**src/core/serial_port_defs.svh**
```systemverilog
/*
 Register offsets, field positions, reset values and timing constants of the serial port core.
 Assumes inclusion by bare name from the package and the core module.
*/
`ifndef SERIAL_PORT_DEFS_SVH
`define SERIAL_PORT_DEFS_SVH

`define OFS_RELOAD 8'h00
`define OFS_BUFFER 8'h04
`define OFS_CTRL_ONE 8'h08
`define OFS_CTRL_TWO 8'h0C
`define OFS_CTRL_THREE 8'h10
`define OFS_MASK 8'h14
`define OFS_STATUS 8'h18
`define OFS_EVENT 8'h1C

`define C1_WCOL 7
`define C1_OVF 6
`define C1_EN 5
`define C1_CKP 4
`define C2_ACK_SEQUENCE_ENABLE_BIT 4
`define C2_RECEIVE_ENABLE_BIT 3
`define C2_PEN 2
`define C2_RESTART_ENABLE_BIT 1
`define C2_SEN 0
`define ST_SMP 7
`define ST_CKE 6
`define ST_DA 5
`define ST_STOP 4
`define ST_START 3
`define ST_RW 2
`define ST_UA 1
`define ST_BF 0
`define EV_BCL 0
`define EV_PORT 1

`define MODE_I2C_MASTER 4'h8
`define MODE_SPI_MASTER 4'hA
`define MODE_I2C_10A 4'h7
`define MODE_I2C_10AI 4'hF

`define RESET_BYTE 8'h00
`define EDGES_PER_BYTE 4'hF
`define RESP_OKAY 2'b00
`define RESP_SLVERR 2'b10

`endif

```
**src/core/serial_port_pkg.sv**
```systemverilog
/*
 Types of the serial port core: sequencer states and the packed state record.
 Assumes the constants header is present beside it.
*/
`include "serial_port_defs.svh"

package serial_port_pkg;

	typedef enum logic [2:0] {
		SEQ_IDLE = 3'b000,
		SEQ_STOP_SDA = 3'b001,
		SEQ_STOP_SCL = 3'b010,
		SEQ_STOP_HOLD = 3'b011,
		SEQ_STOP_REL = 3'b100,
		SEQ_STOP_END = 3'b101,
		SEQ_XFER = 3'b110
	} seq_e;

	typedef struct packed {
		seq_e seq;
		logic [8:0] brgCnt;
		logic [3:0] edgeCnt;
		logic phase;
		logic [7:0] txShift;
		logic [7:0] rxShift;
		logic sclDrvLow;
		logic sdaDrvLow;
		logic [7:0] reload;
		logic [7:0] shiftBuf;
		logic [7:0] ctrlOne;
		logic [7:0] ctrlTwo;
		logic [7:0] ctrlThree;
		logic [7:0] addrMask;
		logic sample_phase_bit;
		logic cke;
		logic dataAddr;
		logic stopSeen;
		logic startSeen;
		logic bufFull;
		logic addrPending;
		logic bclFlag;
		logic portFlag;
		logic sdaPrev;
		logic sclPrev;
		logic awHeld;
		logic [7:0] awAddr;
		logic wHeld;
		logic [31:0] wData;
		logic wLane;
		logic bValid;
		logic [1:0] bResp;
		logic rValid;
		logic [31:0] rData;
		logic [1:0] rResp;
	} state_s;

endpackage

```
**src/core/serial_port_core.sv**
```systemverilog
/*
 Serial port master core: baud counter, byte engine for two-wire and SPI master modes,
 Stop sequence with collision checks, status flags, AXI4-Lite register slave.
 Assumes pins synchronous to mclk and open-drain wires resolved outside.
*/
// What this block does
// - Stop: SDA low, release SCL, count, sample
// - Stop: SDA low after count is collision
// - Stop: SCL low before SDA high collides
// - Collision sets flag, aborts, releases, idles
// - Stop seen, one baud later flags
// - One baud counter serves both masters
// - Buffer write starts the baud counter
// - Counter stops; clock pin holds level
// - Two reloads per serial clock period
// - SPI: sample-phase bit picks sample point
// - Two-wire: sample-phase bit sets slew control
// - SPI: clock-edge bit picks transmit edge
// - Two-wire: clock-edge bit selects SMBus levels
// - Data-or-address flag marks last byte kind
// - Stop flag: last condition, cleared disabled
// - Start flag: last condition, cleared disabled
// - Two-wire master: direction flag means transmit busy
// - Address-update flag always reads zero
// - Buffer-full on receive or data transmit
`include "serial_port_defs.svh"
module serial_port_core #(
	parameter int ADDR_W = 8
) (
	// Clock, reset, enable
	input wire logic mclk,
	input wire logic rst,
	input wire logic ce,
	// AXI4-Lite write address and data
	input wire logic [ADDR_W-1:0] awaddr,
	input wire logic awvalid,
	output logic awready,
	input wire logic [31:0] wdata,
	input wire logic [3:0] wstrb,
	input wire logic wvalid,
	output logic wready,
	// AXI4-Lite write response
	output logic [1:0] bresp,
	output logic bvalid,
	input wire logic bready,
	// AXI4-Lite read
	input wire logic [ADDR_W-1:0] araddr,
	input wire logic arvalid,
	output logic arready,
	output logic [31:0] rdata,
	output logic [1:0] rresp,
	output logic rvalid,
	input wire logic rready,
	// Two-wire open-drain pins
	input wire logic serialDataIn,
	output logic serialDataOut,
	output logic serialDataOe,
	input wire logic serialClockIn,
	output logic serialClockOut,
	output logic serialClockOe,
	// SPI master pins
	output logic spiClock,
	output logic spiDataOut,
	input wire logic spiDataIn,
	// Pad controls and idle indication
	output logic slewLimitEn,
	output logic smbusLevelsEn,
	output logic portIdle
);

	// Only address bits [7:0] are decoded; awaddr[7:0] and araddr[7:0] need a bus of at least eight bits
	if (ADDR_W < 8) begin : g_addrNarrow
		$error("ADDR_W must be at least 8");
	end

	serial_port_pkg::state_s s_r;
	serial_port_pkg::state_s s_nxt;

	logic portOn;
	logic i2cMaster;
	logic spiMaster;
	logic brgExpire;
	logic edgeRise;
	logic edgeFall;
	logic txEdge;
	logic rxEdge;
	logic collide;
	logic [7:0] wAddr;
	logic [7:0] rAddr;
	logic [7:0] statusByte;

	assign portOn = s_r.ctrlOne[`C1_EN];
	assign i2cMaster = portOn && s_r.ctrlOne[3:0] == `MODE_I2C_MASTER;
	assign spiMaster = portOn && s_r.ctrlOne[3:0] == `MODE_SPI_MASTER;
	assign brgExpire = s_r.brgCnt == 9'h000;
	assign edgeRise = brgExpire && !s_r.phase;
	assign edgeFall = brgExpire && s_r.phase;
	assign txEdge = (spiMaster && !s_r.cke) ? edgeRise : edgeFall;
	assign rxEdge = (spiMaster && s_r.sample_phase_bit) ? txEdge : (txEdge ? 1'b0 : brgExpire);
	assign wAddr = s_r.awAddr;
	assign rAddr = araddr[7:0];
	assign statusByte = {s_r.sample_phase_bit, s_r.cke, s_r.dataAddr, s_r.stopSeen, s_r.startSeen,
		s_r.seq == serial_port_pkg::SEQ_XFER && i2cMaster, 1'b0, s_r.bufFull};

	// AXI handshakes; write side takes address and data in either order
	assign awready = !s_r.awHeld && !s_r.bValid;
	assign wready = !s_r.wHeld && !s_r.bValid;
	assign arready = !s_r.rValid;
	assign bvalid = s_r.bValid;
	assign bresp = s_r.bResp;
	assign rvalid = s_r.rValid;
	assign rdata = s_r.rData;
	assign rresp = s_r.rResp;

	// Open drain: output level is always low, enable pulls the wire
	assign serialDataOut = 1'b0;
	assign serialClockOut = 1'b0;
	assign serialDataOe = s_r.sdaDrvLow && portOn;
	assign serialClockOe = s_r.sclDrvLow && portOn;
	assign spiClock = s_r.phase ^ s_r.ctrlOne[`C1_CKP];
	assign spiDataOut = s_r.txShift[7];
	assign slewLimitEn = portOn && !spiMaster && !s_r.sample_phase_bit;
	assign smbusLevelsEn = portOn && !spiMaster && s_r.cke;
	assign portIdle = !(statusByte[`ST_RW] || s_r.ctrlTwo[`C2_SEN] || s_r.ctrlTwo[`C2_RESTART_ENABLE_BIT]
		|| s_r.ctrlTwo[`C2_PEN] || s_r.ctrlTwo[`C2_RECEIVE_ENABLE_BIT] || s_r.ctrlTwo[`C2_ACK_SEQUENCE_ENABLE_BIT]);

	always_comb begin
		s_nxt = s_r;
		collide = 1'b0;

		// Baud counter: loaded with twice the reload plus one, one half clock per run
		if (s_r.seq != serial_port_pkg::SEQ_IDLE && s_r.brgCnt != 9'h000) begin
			s_nxt.brgCnt = s_r.brgCnt - 9'h001;
		end

		// Bus monitor for Start and Stop
		s_nxt.sdaPrev = serialDataIn;
		s_nxt.sclPrev = serialClockIn;
		if (serialClockIn && s_r.sclPrev && s_r.sdaPrev && !serialDataIn) begin
			s_nxt.startSeen = 1'b1;
			s_nxt.stopSeen = 1'b0;
			s_nxt.addrPending = 1'b1;
		end
		if (serialClockIn && s_r.sclPrev && !s_r.sdaPrev && serialDataIn) begin
			s_nxt.stopSeen = 1'b1;
			s_nxt.startSeen = 1'b0;
		end

		unique case (s_r.seq)
			serial_port_pkg::SEQ_IDLE: begin
				if (i2cMaster && s_r.ctrlTwo[`C2_PEN]) begin
					s_nxt.sdaDrvLow = 1'b1;
					s_nxt.seq = serial_port_pkg::SEQ_STOP_SDA;
				end
			end
			serial_port_pkg::SEQ_STOP_SDA: begin
				if (!serialDataIn) begin
					s_nxt.sclDrvLow = 1'b0;
					s_nxt.seq = serial_port_pkg::SEQ_STOP_SCL;
				end
			end
			serial_port_pkg::SEQ_STOP_SCL: begin
				if (serialClockIn) begin
					s_nxt.brgCnt = {s_r.reload, 1'b1};
					s_nxt.seq = serial_port_pkg::SEQ_STOP_HOLD;
				end
			end
			serial_port_pkg::SEQ_STOP_HOLD: begin
				if (!serialClockIn) begin
					collide = 1'b1;
				end else if (brgExpire) begin
					s_nxt.sdaDrvLow = 1'b0;
					s_nxt.brgCnt = {s_r.reload, 1'b1};
					s_nxt.seq = serial_port_pkg::SEQ_STOP_REL;
				end
			end
			serial_port_pkg::SEQ_STOP_REL: begin
				if (!serialClockIn && !serialDataIn) begin
					collide = 1'b1;
				end else if (brgExpire) begin
					if (!serialDataIn) begin
						collide = 1'b1;
					end else begin
						s_nxt.brgCnt = {s_r.reload, 1'b1};
						s_nxt.seq = serial_port_pkg::SEQ_STOP_END;
					end
				end
			end
			serial_port_pkg::SEQ_STOP_END: begin
				if (brgExpire) begin
					s_nxt.ctrlTwo[`C2_PEN] = 1'b0;
					s_nxt.portFlag = 1'b1;
					s_nxt.seq = serial_port_pkg::SEQ_IDLE;
				end
			end
			serial_port_pkg::SEQ_XFER: begin
				if (brgExpire) begin
					s_nxt.brgCnt = {s_r.reload, 1'b1};
					s_nxt.phase = !s_r.phase;
					s_nxt.edgeCnt = s_r.edgeCnt + 4'h1;
					if (i2cMaster) begin
						s_nxt.sclDrvLow = s_r.phase;
					end
				end
				// Arbitration: a released one read back as zero means another master won
				if (i2cMaster && edgeRise && s_r.txShift[7] && !serialDataIn) begin
					collide = 1'b1;
				end
				if (rxEdge) begin
					s_nxt.rxShift = {s_r.rxShift[6:0], spiDataIn};
				end
				if (txEdge && s_r.edgeCnt != `EDGES_PER_BYTE) begin
					s_nxt.txShift = {s_r.txShift[6:0], 1'b0};
					s_nxt.sdaDrvLow = i2cMaster && !s_r.txShift[6];
				end
				if (brgExpire && s_r.edgeCnt == `EDGES_PER_BYTE) begin
					// Counter stops here; the clock pin keeps its last level
					s_nxt.seq = serial_port_pkg::SEQ_IDLE;
					if (spiMaster) begin
						// The last sample, if this edge took one, is already in the shift register
						s_nxt.shiftBuf = s_nxt.rxShift;
						s_nxt.bufFull = 1'b1;
					end else begin
						s_nxt.bufFull = 1'b0;
						s_nxt.sdaDrvLow = 1'b0;
					end
					s_nxt.dataAddr = !s_r.addrPending;
					s_nxt.addrPending = 1'b0;
					s_nxt.portFlag = 1'b1;
				end
			end
			default: begin
				s_nxt.seq = serial_port_pkg::SEQ_IDLE;
			end
		endcase

		if (collide) begin
			s_nxt.bclFlag = 1'b1;
			s_nxt.seq = serial_port_pkg::SEQ_IDLE;
			s_nxt.sdaDrvLow = 1'b0;
			s_nxt.sclDrvLow = 1'b0;
			s_nxt.bufFull = 1'b0;
			s_nxt.ctrlTwo[4:0] = 5'b0_0000;
		end

		// AXI write channel capture
		if (awvalid && awready) begin
			s_nxt.awHeld = 1'b1;
			s_nxt.awAddr = awaddr[7:0];
		end
		if (wvalid && wready) begin
			s_nxt.wHeld = 1'b1;
			s_nxt.wData = wdata;
			s_nxt.wLane = wstrb[0];
		end
		if (s_r.bValid && bready) begin
			s_nxt.bValid = 1'b0;
		end
		if (s_r.awHeld && s_r.wHeld && !s_r.bValid) begin
			s_nxt.awHeld = 1'b0;
			s_nxt.wHeld = 1'b0;
			s_nxt.bValid = 1'b1;
			s_nxt.bResp = `RESP_OKAY;
			unique case (wAddr)
				`OFS_RELOAD: begin
					if (s_r.wLane) begin
						s_nxt.reload = s_r.wData[7:0];
					end
				end
				`OFS_BUFFER: begin
					if (s_r.wLane) begin
						if (s_r.seq != serial_port_pkg::SEQ_IDLE || !portIdle) begin
							// Write while busy is dropped and flagged; the buffer keeps its byte
							s_nxt.ctrlOne[`C1_WCOL] = 1'b1;
						end else begin
							s_nxt.shiftBuf = s_r.wData[7:0];
							if (i2cMaster || spiMaster) begin
								s_nxt.txShift = s_r.wData[7:0];
								s_nxt.brgCnt = {s_r.reload, 1'b1};
								s_nxt.phase = 1'b0;
								s_nxt.edgeCnt = 4'h0;
								s_nxt.seq = serial_port_pkg::SEQ_XFER;
								s_nxt.bufFull = i2cMaster;
								s_nxt.sclDrvLow = i2cMaster;
								s_nxt.sdaDrvLow = i2cMaster && !s_r.wData[7];
							end
						end
					end
				end
				`OFS_CTRL_ONE: begin
					if (s_r.wLane) begin
						s_nxt.ctrlOne[5:0] = s_r.wData[5:0];
						s_nxt.ctrlOne[7:6] = s_r.ctrlOne[7:6] & s_r.wData[7:6];
					end
				end
				`OFS_CTRL_TWO: begin
					if (s_r.wLane) begin
						s_nxt.ctrlTwo[7:5] = s_r.wData[7:5];
						if (portIdle) begin
							s_nxt.ctrlTwo[4:0] = s_r.wData[4:0];
						end
					end
				end
				`OFS_CTRL_THREE: begin
					if (s_r.wLane) begin
						s_nxt.ctrlThree[6:0] = s_r.wData[6:0];
					end
				end
				`OFS_MASK: begin
					if (s_r.wLane) begin
						s_nxt.addrMask = s_r.wData[7:0];
					end
				end
				`OFS_STATUS: begin
					if (s_r.wLane) begin
						s_nxt.sample_phase_bit = s_r.wData[`ST_SMP];
						s_nxt.cke = s_r.wData[`ST_CKE];
					end
				end
				`OFS_EVENT: begin
					// Write one to clear; a flag raised in the same cycle survives
					if (s_r.wLane) begin
						s_nxt.bclFlag = (s_r.bclFlag && !s_r.wData[`EV_BCL]) || collide;
						s_nxt.portFlag = s_nxt.portFlag && (!s_r.wData[`EV_PORT]
							|| (s_r.seq == serial_port_pkg::SEQ_STOP_END && brgExpire)
							|| (s_r.seq == serial_port_pkg::SEQ_XFER && brgExpire
							&& s_r.edgeCnt == `EDGES_PER_BYTE));
					end
				end
				default: begin
					s_nxt.bResp = `RESP_SLVERR;
				end
			endcase
		end

		// AXI read: one cycle after the address is taken
		if (s_r.rValid && rready) begin
			s_nxt.rValid = 1'b0;
		end
		if (arvalid && arready) begin
			s_nxt.rValid = 1'b1;
			s_nxt.rResp = `RESP_OKAY;
			s_nxt.rData = 32'h0000_0000;
			unique case (rAddr)
				`OFS_RELOAD: s_nxt.rData[7:0] = s_r.reload;
				`OFS_BUFFER: begin
					s_nxt.rData[7:0] = s_r.shiftBuf;
					if (s_r.seq == serial_port_pkg::SEQ_IDLE) begin
						s_nxt.bufFull = 1'b0;
					end
				end
				`OFS_CTRL_ONE: s_nxt.rData[7:0] = s_r.ctrlOne;
				`OFS_CTRL_TWO: s_nxt.rData[7:0] = s_r.ctrlTwo;
				`OFS_CTRL_THREE: s_nxt.rData[7:0] = s_r.ctrlThree;
				`OFS_MASK: s_nxt.rData[7:0] = s_r.addrMask;
				`OFS_STATUS: s_nxt.rData[7:0] = statusByte;
				`OFS_EVENT: s_nxt.rData[1:0] = {s_r.portFlag, s_r.bclFlag};
				default: s_nxt.rResp = `RESP_SLVERR;
			endcase
		end

		// Disabled port: stop and start flags drop, pins released, engine idle
		if (!s_nxt.ctrlOne[`C1_EN]) begin
			s_nxt.stopSeen = 1'b0;
			s_nxt.startSeen = 1'b0;
			s_nxt.seq = serial_port_pkg::SEQ_IDLE;
			s_nxt.sdaDrvLow = 1'b0;
			s_nxt.sclDrvLow = 1'b0;
		end
	end

	always_ff @(posedge mclk) begin
		if (rst) begin
			s_r <= '0;
		end else if (ce) begin
			s_r <= s_nxt;
		end
	end

endmodule // serial_port_core

```
**config.mk**
```make
export PLATFORM = sky130hd
export DESIGN_NAME = serial_port_core
export DESIGN_NICKNAME = d
export VERILOG_FILES = /design/src/core/serial_port_pkg.sv /design/src/core/serial_port_core.sv
export VERILOG_INCLUDE_DIRS = /design/src /design/src/core
export SDC_FILE = /design/constraint.sdc
export NUM_CORES = 1
export LEC_CHECK = 0
export BUFFER_PORTS_ARGS = -buffer_cell sky130_fd_sc_hd__buf_2
export CAP_MARGIN = 20
export CORE_MARGIN = 3
export CORE_UTILIZATION = 55
export DETAILED_ROUTE_END_ITERATION = 7
export PLACE_DENSITY_LB_ADDON = 0.08
export SLEW_MARGIN = 20
export SYNTH_ARGS = -nofsm -noshare
export SYNTH_HDL_FRONTEND = slang
export SYNTH_SLANG_ARGS = --single-unit
```
**constraint.sdc**
```tcl
create_clock -name mclk -period 9 [get_ports mclk]
set_input_delay 1.8 -clock mclk [delete_from_list [all_inputs] [get_ports mclk]]
set_output_delay 1.8 -clock mclk [all_outputs]
set_load 0.02 [all_outputs]
```
==> impl_metrics.py <==
metrics = {
    "yosys": {
        "netlist_top_cells_area": "sky130_fd_sc_hd__dfxtp_1 37%, sky130_fd_sc_hd__mux2i_1 8.2%, sky130_fd_sc_hd__nor2_1 7.1%, sky130_fd_sc_hd__nand2_1 4.6%, sky130_fd_sc_hd__buf_4 4.3%",
        "synth_common_cells": "127 x sky130_fd_sc_hd__nor2_1, 124 x sky130_fd_sc_hd__dfxtp_1, 82 x sky130_fd_sc_hd__nand2_1",
        "syn_area_mm2": 0.006738,
        "synth_top_area_share_pct": 36.84,
        "synth.avg_cell_area_um2": 8.167,
        "synth_most_common_cell": "sky130_fd_sc_hd__nor2_1",
        "synthArstFlopShare_pct": 0,
        "synth.distinct_cells": 71,
        "synth.yosys.seq_area_share_pct": 36.84,
        "synth_enable_flop_cells": 0,
        "synth-seq-cells": 124,
        "synth_top_flop_cell": "sky130_fd_sc_hd__dfxtp_1",
        "yosysTopAreaCell": "sky130_fd_sc_hd__dfxtp_1",
        "synth_warnings": 0,
        "netlist_instances": 825,
    },
    "clocking": {
        "h-tree-depth": 4,
        "worstSkewPairLatency_ns": 0.43,
        "cts-resized-gates": 0,
        "clkTransAtPathRegs_ns": 0.06,
        "tritoncts": "done",
        "cts_hold_buffers": 0,
        "clk_path_buf_depth": 2,
        "cts_post_setup_buffers_inserted": 0,
        "root_driver": "sky130_fd_sc_hd__clkbuf_16",
        "tritoncts.num_buffers": 17,
        "clock_sinks": 124,
    },
    "sta": {
        "max_freq_mhz": 224.0,
        "worst_pin_slew_ns": 0.8493,
        "max-slew-margin-rel_pct": 42.95,
        "fin_tns_setup_ns": 0,
        "fin_worst_skew_ns": 0.008354,
        "finalCritPeriodShare_pct": 49.61,
        "timing.final.setup_violations": 0,
        "hold_viol_final": 0,
        "holdWs_ns": 0.4513,
        "drv_slew": 0,
        "grt_setup_unrepaired": "no",
        "timing.final.crit_period_ns": 4.465,
    },
    "final_layout": {
        "final_net_count": 912,
        "postLayoutCellArea_mm2": 0.007533,
        "ant_cells": 0,
        "fraction_of_final_layout_cells_with_drive_strength_greater_than_1_pct": 13.89,
        "stdcell_count": 1000,
        "flow.area_growth_from_synthesis_pct": 11.81,
    },
    "critical_path": {
        "startpoint_to_endpoint_class_of_the_critical_path": "register to output port",
        "critical-path-max-stage-delay_ns": 0.78,
        "cells_traversed_along_the_worst_timing_path": "nand3b_1, nor3_1, nor2_1, buf_2",
        "crit_slowest_cell": "sky130_fd_sc_hd__dfxtp_1",
        "worstSetupEndpointType": "output port",
        "worstPathBufferInverterCount": 1,
        "worst_setup_path_start_kind": "register",
        "cp.arrival_ns": 2.66,
        "crit_family": "simple AND/OR/NAND/NOR gates",
        "crit_fanout": 20,
        "critPathRequiredTime_ns": 7.20,
    },
    "routing": {
        "ant_nets": 0,
        "drtIter0Drc": 699,
        "wl_per_cell_um": 18.87,
        "dr_total_vias": 6152,
        "highest-signal-layer": "met4",
        "drt-vias-per-instance": 6.152,
        "wl_met3_um": 1363,
        "met1Wirelength_um": 8236,
        "route.detailed.drc": 0,
        "detail_route.wirelength_um": 18870,
        "wl_met2_um": 8849,
        "drt_first_pass_iters": 5,
    },
    "floorplan": {
        "initial_utilization_pct": 57.53,
        "die_width_um": 116.7,
        "die_area_mm2": 0.01361,
        "die_height_um": 116.7,
        "placeableCoreArea_mm2": 0.01171,
        "io_pins": 113,
        "rows": 39,
    },
    "power_and_ir_drop": {
        "leakage_nw": 2.938,
        "pwr_density_cell_mw_per_mm2": 193.4,
        "power.ir.vdd_worst_uv": 146.1,
    },
    "global_route": {
        "number_of_antenna_violations_at_the_first_check_in_global_routing": 0,
        "groute.usage.overall_pct": 28.52,
        "overflow_left_after_global_routing": 0,
        "grt_pass1_wl_um": 29930,
        "vias_in_the_first_global_route": 5627,
        "grt_start_max_net_pins": 54,
    },
    "placement": {
        "portBuffers": 57,
        "detailed_place_hpwl_um": 13040,
        "last_weighted_congestion_value_of_the_routability_driven_placer": 0.8915,
        "place_area_mm2": 0.006854,
        "placed_cells": 968,
    },
    "run": {
        "maxCapViolations": 0,
    },
    "worst_hold_path": {
        "min-delay-path-class": "register to register",
    },
    "run_status": {
        "status": "complete, no violations",
    },
}
## worst paths after layout
kind / start / to / slack [ns] / cells after the start
setup / recovery: s_r[174]$_SDFFE_PP0P_ / portIdle / 4.54 / 4
hold / removal: rdata[7]$_SDFFE_PP0P_ / rdata[7]$_SDFFE_PP0P_ / 0.45 / 1
setup reg to reg: s_r[163]$_SDFFE_PP0P_ / s_r[125]$_SDFFE_PP0P_ / 5.26 / 11
hold reg to reg: rdata[7]$_SDFFE_PP0P_ / rdata[7]$_SDFFE_PP0P_ / 0.45 / 1
## cell families after synthesis
group | after synthesis | synth area share (%)
DFF | 124 | 36.84
xor gates and xnor gates | 6 | 0.7799
other | 1 | 0.05566
and+or+nand+nor | 354 | 25.91
muxes | 66 | 11.18
AOI/OAI and AO/OA | 165 | 16.16
buffers and inverters | 104 | 8.152
adders and majority gates | 5 | 0.9285
## through the flow
| step | util [%] | power (mW) | worst slack (ns) |
|---|---|---|---|
| 2_1_floorplan | - | 0.6553 | 5.578 |
| 3_3_place_gp | 58.53 | 0.6726 | 4.781 |
| 3_5_place_dp | 58.53 | 0.6747 | 4.745 |
| 4_1_cts | 64.33 | 1.460 | 4.623 |
| 5_1_grt | 64.33 | 1.498 | 4.479 |
| 6_report | 64.33 | 1.457 | 4.535 |
## final cells by class
type                            count  area, um2
Multi-Input combinational cell    624       3814
Clock inverter                     13      236.5
Tap cell                          143      178.9
Timing Repair Buffer               62      322.8
Inverter                           15      56.30
Sequential cell                   124       2482
Clock buffer                       19      442.9
Fill cell                         996       4178
## registers in the layout, summed over array words and instances (netlist names)
name	flops
spiDataOut	1
rvalid	1
s_r	102
portOn	1
bresp	1
rresp	1
bvalid	1
wAddr	8
rdata	8
## metal layers
layer / vias to the layer above / track usage [%]
met3: 41 / 5.596
met5: - / 0
met1: 2899 / 38.70
met4: 0 / 11.39
li1: 2929 / -
met2: 283 / 44.71
## report_power, final
| part | leakage [nW] | switching, mW | internal [mW] |
|---|---|---|---|
| logic | 1.61 | 0.0668 | 0.0285 |
| clock network | 0.328 | 0.263 | 0.529 |
| registers | 1.00 | 0.0135 | 0.556 |
## placed cells by master, fill, tap and decap left out, types with 9 or more instances in the layout
| cell | netlist | final |
|---|---|---|
| sky130_fd_sc_hd__nor2_1 | 127 | 127 |
| sky130_fd_sc_hd__nand3_1 | 26 | 26 |
| sky130_fd_sc_hd__a21oi_1 | 49 | 49 |
| sky130_fd_sc_hd__o221ai_1 | 16 | 16 |
| sky130_fd_sc_hd__nor3_1 | 35 | 35 |
| sky130_fd_sc_hd__a211oi_1 | 9 | 9 |
| sky130_fd_sc_hd__o21ai_0 | 27 | 27 |
| sky130_fd_sc_hd__a31oi_1 | 13 | 13 |
| sky130_fd_sc_hd__clkbuf_16 | 0 | 17 |
| sky130_fd_sc_hd__nor2b_1 | 10 | 10 |
| sky130_fd_sc_hd__nand2_1 | 82 | 82 |
| sky130_fd_sc_hd__mux2i_1 | 55 | 55 |
| sky130_fd_sc_hd__dfxtp_1 | 124 | 124 |
| sky130_fd_sc_hd__conb_1 | 1 | 28 |
| sky130_fd_sc_hd__buf_2 | 4 | 57 |
| sky130_fd_sc_hd__inv_1 | 14 | 14 |
| sky130_fd_sc_hd__a22oi_1 | 12 | 12 |
Note: power is estimated with default switching activity, not from simulation.
